==> config.mk <==
export PLATFORM = sky130hd
export DESIGN_NAME = dbt_core
export DESIGN_NICKNAME = d
export VERILOG_FILES = /design/src/hw/dbt_pkg.sv /design/src/hw/dbt_core.sv
export SDC_FILE = /design/constraint.sdc
export NUM_CORES = 1
export LEC_CHECK = 0
export BUFFER_PORTS_ARGS = -buffer_cell sky130_fd_sc_hd__buf_4
export CAP_MARGIN = 20
export CELL_PAD_IN_SITES_DETAIL_PLACEMENT = 1
export CELL_PAD_IN_SITES_GLOBAL_PLACEMENT = 1
export CORE_ASPECT_RATIO = 1.4
export CORE_MARGIN = 2
export CORE_UTILIZATION = 39
export CTS_CLUSTER_SIZE = 16
export DETAILED_ROUTE_END_ITERATION = 16
export PLACE_DENSITY_LB_ADDON = 0.3
export SYNTH_ARGS = -nofsm -noshare
export SYNTH_HDL_FRONTEND = slang
export SYNTH_SLANG_ARGS = --single-unit
export TNS_END_PERCENT = 50
==> constraint.sdc <==
create_clock -name CLK_I -period 2.1 [get_ports CLK_I]
set_input_delay 0.42 -clock CLK_I [delete_from_list [all_inputs] [get_ports CLK_I]]
set_output_delay 0.42 -clock CLK_I [all_outputs]
set_load 0.1 [all_outputs]
==> src/hw/dbt_pkg.sv <==
// constants for the burst, termination and command timing block
// assumes all counts are in link clock (CK) cycles unless named otherwise
package dbt_pkg;
   // sampled pin vector positions
   localparam int P_CK   = 0;
   localparam int P_CKE  = 1;
   localparam int P_ODT  = 2;
   localparam int P_CS   = 3;
   localparam int P_RAS  = 4;
   localparam int P_CAS  = 5;
   localparam int P_WE   = 6;
   localparam int P_A12  = 7;
   localparam int P_AP   = 8;
   localparam int P_ALO  = 9;
   localparam int PIN_W  = 12;
   // burst field of the mode register
   localparam logic [1:0] BURST_FIX8 = 2'h0;
   localparam logic [1:0] BURST_OTF  = 2'h1;
   // data clocks per burst, in CK cycles
   localparam logic [2:0] BEATS_BC4  = 3'h2;
   localparam logic [2:0] BEATS_BL8  = 3'h4;
   // half the column-to-column delay and the extra read-to-write turnaround clocks
   localparam logic [7:0] TCCD_HALF  = 8'h02;
   localparam logic [7:0] TURN_EXTRA = 8'h02;
   // termination hold after write
   localparam logic [3:0] ODTH4      = 4'h4;
   localparam logic [3:0] ODTH8      = 4'h6;
   localparam logic [3:0] HOLD_MAX   = 4'hF;
   localparam logic [5:0] ONE6       = 6'h01;
endpackage

==> src/hw/dbt_core.sv <==
// device-side command timing: burst decode, latency, dynamic termination,
// write recovery, read-to-write check after chopped reads and power-down termination mode
// assumes CK_I and all command pins are asynchronous to CLK_I and much slower
// Operation
// - OTF field with A12 low gives BC4
// - fixed field, or OTF with A12 high: BL8
// - write latency is AL plus CWL
// - write recovery taken from mode register
`timescale 1ns/10ps
module dbt_core (
   input  wire logic                   CLK_I,
   input  wire logic                   RST_I,
   input  wire logic                   CK_I,
   input  wire logic                   CKE_I,
   input  wire logic                   ODT_I,
   input  wire logic                   CS_N_I,
   input  wire logic                   RAS_N_I,
   input  wire logic                   CAS_N_I,
   input  wire logic                   WE_N_I,
   input  wire logic                   A12_I,
   input  wire logic                   AP_I,
   input  wire logic [2:0]             ALO_I,
   input  wire logic [1:0]             BURST_MODE_I,
   input  wire logic [4:0]             CL_I,
   input  wire logic [4:0]             CWL_I,
   input  wire logic [4:0]             AL_I,
   input  wire logic [4:0]             WR_I,
   input  wire logic                   MPR_EN_I,
   input  wire logic                   DLL_FROZEN_I,
   input  wire logic                   ERR_CLR_I,
   output logic                        BC4_O,
   output logic [5:0]                  WL_O,
   output logic [5:0]                  RL_O,
   output logic                        RX_O,
   output logic                        RTT_WR_O,
   output logic                        RTT_NOM_O,
   output logic                        WR_REC_O,
   output logic                        ODT_TRANS_O,
   output logic                        ODT_ASYNC_O,
   output logic                        ODT_HOLD_ERR_O,
   output logic                        TURN_ERR_O,
   output logic                        MPR_ERR_O
);
   import dbt_pkg::*;

   typedef struct packed {
      logic [PIN_W-1:0] pin_m;
      logic [PIN_W-1:0] pin_s;
      logic             ck_d;
      logic             cke_d;
      logic             odt_d;
      logic [5:0]       wl;
      logic [5:0]       rl;
      logic             bc4;
      logic             wr_bc4;
      logic             wr_ap;
      logic [5:0]       wr_wait;
      logic [2:0]       beats;
      logic [4:0]       wr_rec;
      logic [3:0]       odt_hold;
      logic             dyn;
      logic             dyn_bc4;
      logic [5:0]       rd_gap;
      logic [5:0]       anpd;
      logic             async;
      logic             rtt_wr;
      logic             rtt_nom;
      logic             rx;
      logic             rec_on;
      logic             trans;
      logic             hold_err;
      logic             turn_err;
      logic             mpr_err;
   } dbt_state_type;

   dbt_state_type r_reg;
   dbt_state_type r_next;

   logic       rise;
   logic       cmd_wr;
   logic       cmd_rd;
   logic       odt;
   logic       cke;
   logic       bc4_cmd;
   logic [7:0] turn;
   logic [3:0] hold_need;

   always_comb begin
      r_next = r_reg;
      // clear first, so an error found in the same cycle still sets its flag
      if (ERR_CLR_I) begin
         r_next.hold_err = 1'b0;
         r_next.turn_err = 1'b0;
         r_next.mpr_err  = 1'b0;
      end
      r_next.pin_m = {ALO_I, AP_I, A12_I, WE_N_I, CAS_N_I, RAS_N_I, CS_N_I,
                      ODT_I, CKE_I, CK_I};
      r_next.pin_s = r_reg.pin_m;
      r_next.ck_d = r_reg.pin_s[P_CK];
      rise = r_reg.pin_s[P_CK] & ~r_reg.ck_d;
      odt = r_reg.pin_s[P_ODT];
      cke = r_reg.pin_s[P_CKE];
      // any other command in gaps is simply decoded and ignored here
      cmd_wr = ~r_reg.pin_s[P_CS] & r_reg.pin_s[P_RAS] & ~r_reg.pin_s[P_CAS]
               & ~r_reg.pin_s[P_WE];
      cmd_rd = ~r_reg.pin_s[P_CS] & r_reg.pin_s[P_RAS] & ~r_reg.pin_s[P_CAS]
               & r_reg.pin_s[P_WE];
      bc4_cmd = (BURST_MODE_I == BURST_OTF) & ~r_reg.pin_s[P_A12];
      r_next.wl = {1'b0, AL_I} + {1'b0, CWL_I};
      r_next.rl = {1'b0, AL_I} + {1'b0, CL_I};
      turn = {2'h0, r_reg.rl} + TCCD_HALF + TURN_EXTRA;
      hold_need = r_reg.dyn_bc4 ? ODTH4 : ODTH8;
      if (rise) begin
         r_next.odt_d = odt;
         r_next.cke_d = cke;
         if (cmd_wr | cmd_rd) begin
            r_next.bc4 = bc4_cmd;
         end
         // write data window and recovery
         if (cmd_wr) begin
            r_next.wr_wait = r_reg.wl;
            r_next.wr_bc4 = bc4_cmd;
            r_next.wr_ap = r_reg.pin_s[P_AP];
         end else if (r_reg.wr_wait != 6'h00) begin
            r_next.wr_wait = r_reg.wr_wait - ONE6;
            if (r_reg.wr_wait == ONE6) begin
               r_next.beats = r_reg.wr_bc4 ? BEATS_BC4 : BEATS_BL8;
            end
         end else if (r_reg.beats != 3'h0) begin
            r_next.beats = r_reg.beats - 3'h1;
            if (r_reg.beats == 3'h1 && r_reg.wr_ap) begin
               r_next.wr_rec = WR_I;
            end
         end else if (r_reg.wr_rec != 5'h00) begin
            r_next.wr_rec = r_reg.wr_rec - 5'h01;
         end
         // termination hold, counted from ODT high and from the write
         if ((odt & ~r_reg.odt_d) | (cmd_wr & odt)) begin
            r_next.odt_hold = 4'h1;
         end else if (odt && r_reg.odt_hold != HOLD_MAX) begin
            r_next.odt_hold = r_reg.odt_hold + 4'h1;
         end
         if (cmd_wr & odt) begin
            r_next.dyn = 1'b1;
            r_next.dyn_bc4 = bc4_cmd;
         end else if (~odt) begin
            r_next.dyn = 1'b0;
         end
         if (~odt & r_reg.odt_d & r_reg.dyn & (r_reg.odt_hold < hold_need)) begin
            r_next.hold_err = 1'b1;
         end
         // read-to-write spacing after a chopped read
         if (cmd_rd & bc4_cmd) begin
            r_next.rd_gap = (turn > {2'h0, r_reg.wl}) ?
                            6'(turn - {2'h0, r_reg.wl}) : 6'h00;
         end else if (r_reg.rd_gap != 6'h00) begin
            r_next.rd_gap = r_reg.rd_gap - ONE6;
         end
         if (cmd_wr && r_reg.rd_gap > ONE6) begin
            r_next.turn_err = 1'b1;
         end
         if (cmd_rd & MPR_EN_I & ((r_reg.pin_s[P_ALO +: 3] != 3'h0) | bc4_cmd)) begin
            r_next.mpr_err = 1'b1;
         end
         // termination timing change on precharge power-down entry
         if (cke) begin
            r_next.anpd = 6'h00;
            r_next.async = 1'b0;
         end else if (r_reg.cke_d & DLL_FROZEN_I) begin
            r_next.anpd = r_reg.wl - ONE6;
            r_next.async = (r_reg.wl <= ONE6);
         end else if (r_reg.anpd != 6'h00) begin
            r_next.anpd = r_reg.anpd - ONE6;
            r_next.async = (r_reg.anpd == ONE6);
         end
      end
      // write value only while write data arrives, nominal otherwise
      r_next.rtt_wr = r_next.odt_d & (r_next.beats != 3'h0);
      r_next.rtt_nom = r_next.odt_d & (r_next.beats == 3'h0);
      // status decodes are registered so every output leaves a flip-flop
      r_next.rx = r_next.beats != 3'h0;
      r_next.rec_on = r_next.wr_rec != 5'h00;
      r_next.trans = r_next.anpd != 6'h00;
   end

   always_ff @(posedge CLK_I) begin
      if (RST_I) begin
         r_reg <= '0;
      end else begin
         r_reg <= r_next;
      end
   end

   assign BC4_O          = r_reg.bc4;
   assign WL_O           = r_reg.wl;
   assign RL_O           = r_reg.rl;
   assign RX_O           = r_reg.rx;
   assign RTT_WR_O       = r_reg.rtt_wr;
   assign RTT_NOM_O      = r_reg.rtt_nom;
   assign WR_REC_O       = r_reg.rec_on;
   assign ODT_TRANS_O    = r_reg.trans;
   assign ODT_ASYNC_O    = r_reg.async;
   assign ODT_HOLD_ERR_O = r_reg.hold_err;
   assign TURN_ERR_O     = r_reg.turn_err;
   assign MPR_ERR_O      = r_reg.mpr_err;
endmodule

==> reports/qor.txt <==
Peak VDD IR - 393.2 uV
Primary FF master, synth - dfxtp_1
Synth Cell Area - 4457 sq um
Pre-antenna DRT Iters - 4
sequential share of power - 36.7%
die area - 12,310 sq um
DR vias/cell - 5.358
overall power - 4.677 mW
largest area contributor in the netlist - dfxtp_1
top post-synthesis cells by area - dfxtp_1 (37%), ha_1 (9.3%), nor2b_1 (5.3%), nor2_1 (4.5%), a21oi_1 (4.0%)
CP max stage delay - 0.57 ns
WL/cell - 16.25 microns
FMAX - 464.7 MHz
met1 WL - 4728 microns
die width - 94.35 microns
skew final - 0.007728 ns
max_cap viols - 0
met3 wire len - 296 microns
DRC viols - 0
Post-synth EDFFs - 0
number of port buffers - 60
hold path start - ALO_I[1]
worst path cell trace - or4_4 > or3_4 > o22ai_2 > a221oi_2 > a2111o_1 > a211oi_2
htree depth - 3
CTS buffer count - 9
clock sink total - 83
Die Ht - 130.5 microns
final setup vio count - 3
switching part of the total power - 31.77%
first-pass GRT wire length - 20,720 microns
most common cell in the netlist - dfxtp_1
LEAKAGE - 2.448 nW
setup ws final - -0.05212 ns
Syn Inst Count - 528
worst min-delay path category - input pin to register
worst path buffer plus inverter count - 0
share of the synthesized area in the top cell type - 37.28%
post-route setup TNS - -0.1422 ns
Hold EP - r_next[69]
worst slack, placed - -0.1324 ns
hold path cells - 2
r2r setup slk - -0.05 ns
Netlist cell types - 61
Tot GR Track Use - 21.37%
I/O Pins - 61
run status - finished with violations
Syn Area/Cell - 8.441 sq um
Initial Util - 39.71%
asr flop ratio synth - 0%
Ys Warns - 0
Crit-path slowest cell - or4_4
GP Congestion - 0.8888
max reg flops - 46
number of global-route vias before repair - 4,445
worst hold slack - 0.2899 ns
R2R cell count - 6
final WL - 12,480 microns
antenna violations before repair - 0
required time of the critical path - 2.36 ns
P_int - 3.191 mW
crit path time final - 2.152 ns
CTS root buffer - clkbuf_16
register area share after synthesis - 37.28%
Worst-Margin Slew - 0.5176 ns
crit path DAT - 2.41 ns
Clock Latency Late Sink - 0.34 ns
Crit Path Class - register to register
Post-DP HPWL - 9311 microns
startpoint types - register
ANT cells - 0
uppermost layer routed - met4
routed vias - 4,115
sw power - 1.486 mW
delay-heaviest family, CP - simple AND/OR/NAND/NOR gates
top cells by instance count after synthesis - dfxtp_1 (83), nor2_1 (54), inv_1 (38), nor2b_1 (38), a21oi_1 (36)
Layout area overhead - 29.08%
nets - 694
Pwr Density - 813.0 nW/um^2
CTS Buffer Depth - 2
Tcrit/Tclk final - 102.5%
Final Hold Fails - 0
Non-Filler Instances - 768
reg-to-reg endpoint - RTT_NOM_O
RR Startpoint - r_reg[37]
Critical Path End Type - register
CTS Hold Bufs - 0
placed insts - 749
CTS tree - built
drt first-iter violations - 142
floorplan row count - 46
Yosys reg bits - 83
unrepaired setup endpoints after global routing - true
Met2 Wirelength - 7039 microns
violated checks - negative setup slack
worst-path fanout max - 4
clock group share of total power - 36.2%
Antenna Nets Post-Route - 0
total gr overflow - 0
Slew Viols, Final - 0
largest net degree at the start of global routing - 40
Worst-path clk slew - 0.06 ns
Core ar. - 11,220 sq um
slew margin rel. - 65.04%
Comb power frac - 27.2%
Mapped Nets - 603
share of layout cells above drive strength 1 - 26.28%
[cell families after synthesis]
kind of cell / after synthesis / synth area share [%]
xor gates and xnor gates: 15 / 2.948
and+or+nand+nor: 195 / 23.02
AOI/OAI and AO/OA: 123 / 17.80
adders and majority gates: 36 / 10.61
DFF: 83 / 37.28
muxes: 6 / 1.376
buffers and inverters: 70 / 6.963
[worst reg2reg max path, cell delays in order, from the launching register on]
cell	delay, ns
dfxtp_1	0.31
or4_4	0.57
or3_4	0.37
o22ai_2	0.14
a221oi_2	0.09
a2111o_1	0.39
a211oi_2	0.20
[stage by stage]
step                      util (%)  cell area, sq um
after floorplan                  -              4459
after global placement       47.25              5303
after detailed placement     47.25              5303
after CTS                    50.59              5678
after global routing         51.26              5753
final                        51.26              5753
[metal layers]
| layer | global-route usage [%] | up-vias |
|---|---|---|
| li1 | - | 2022 |
| met4 | 10.66 | 0 |
| met3 | 3.154 | 33 |
| met5 | 0 | - |
| met2 | 42.14 | 78 |
| met1 | 21.39 | 1982 |
[power by group through the flow]
stage	clock network (mW)	registers [mW]	logic (mW)
after floorplan	0	1.83	0.760
after global placement	0	1.74	1.17
after detailed placement	0	1.75	1.21
after CTS	1.73	1.71	1.24
after global routing	1.80	1.73	1.39
final	1.69	1.72	1.27
[placed cells by master (no fill, tap or decap), drive strengths merged, types with 7 or more instances in the layout]
cell    instances
clkbuf         11
nor2b          38
dfxtp          83
o21ai          27
a211oi          7
nor2           54
nand2b          7
a21oi          36
nor3           16
inv            39
nand2          28
a31oi           7
ha             33
nand3          13
buf           112
xor2            9
[final cells by class]
type | instances | area, sq um
Fill cell | 1336 | 5470
Multi-Input combinational cell | 375 | 2592
Sequential cell | 83 | 1667
Timing Repair Buffer | 112 | 853.3
Clock buffer | 11 | 232.7
Tap cell | 144 | 180.2
Inverter | 38 | 142.6
Clock inverter | 5 | 85.08
[how the worst max path moves through the flow]
| stage | startpoint | to | slack [ns] | depth (start not counted) |
|---|---|---|---|---|
| after floorplan | r_reg[37] | RTT_WR_O | 0.008 | 6 |
| after global placement | r_reg[37] | RTT_WR_O | -0.003 | 6 |
| after detailed placement | r_reg[10] | ODT_TRANS_O | -0.13 | 8 |
| after CTS | r_reg[37] | RTT_NOM_O | -0.03 | 6 |
| after global routing | r_reg[37] | RX_O | -0.10 | 6 |
| final | r_reg[37] | RTT_NOM_O | -0.05 | 6 |
[timing repair]
action,CTS,global route
buffers inserted,1,2
hold endpoints to repair,0,0
endpoints found under the setup margin,8,13
resized for setup,13,18
pin swaps,3,6
No activity file was read; power rests on OpenSTA's default activity.
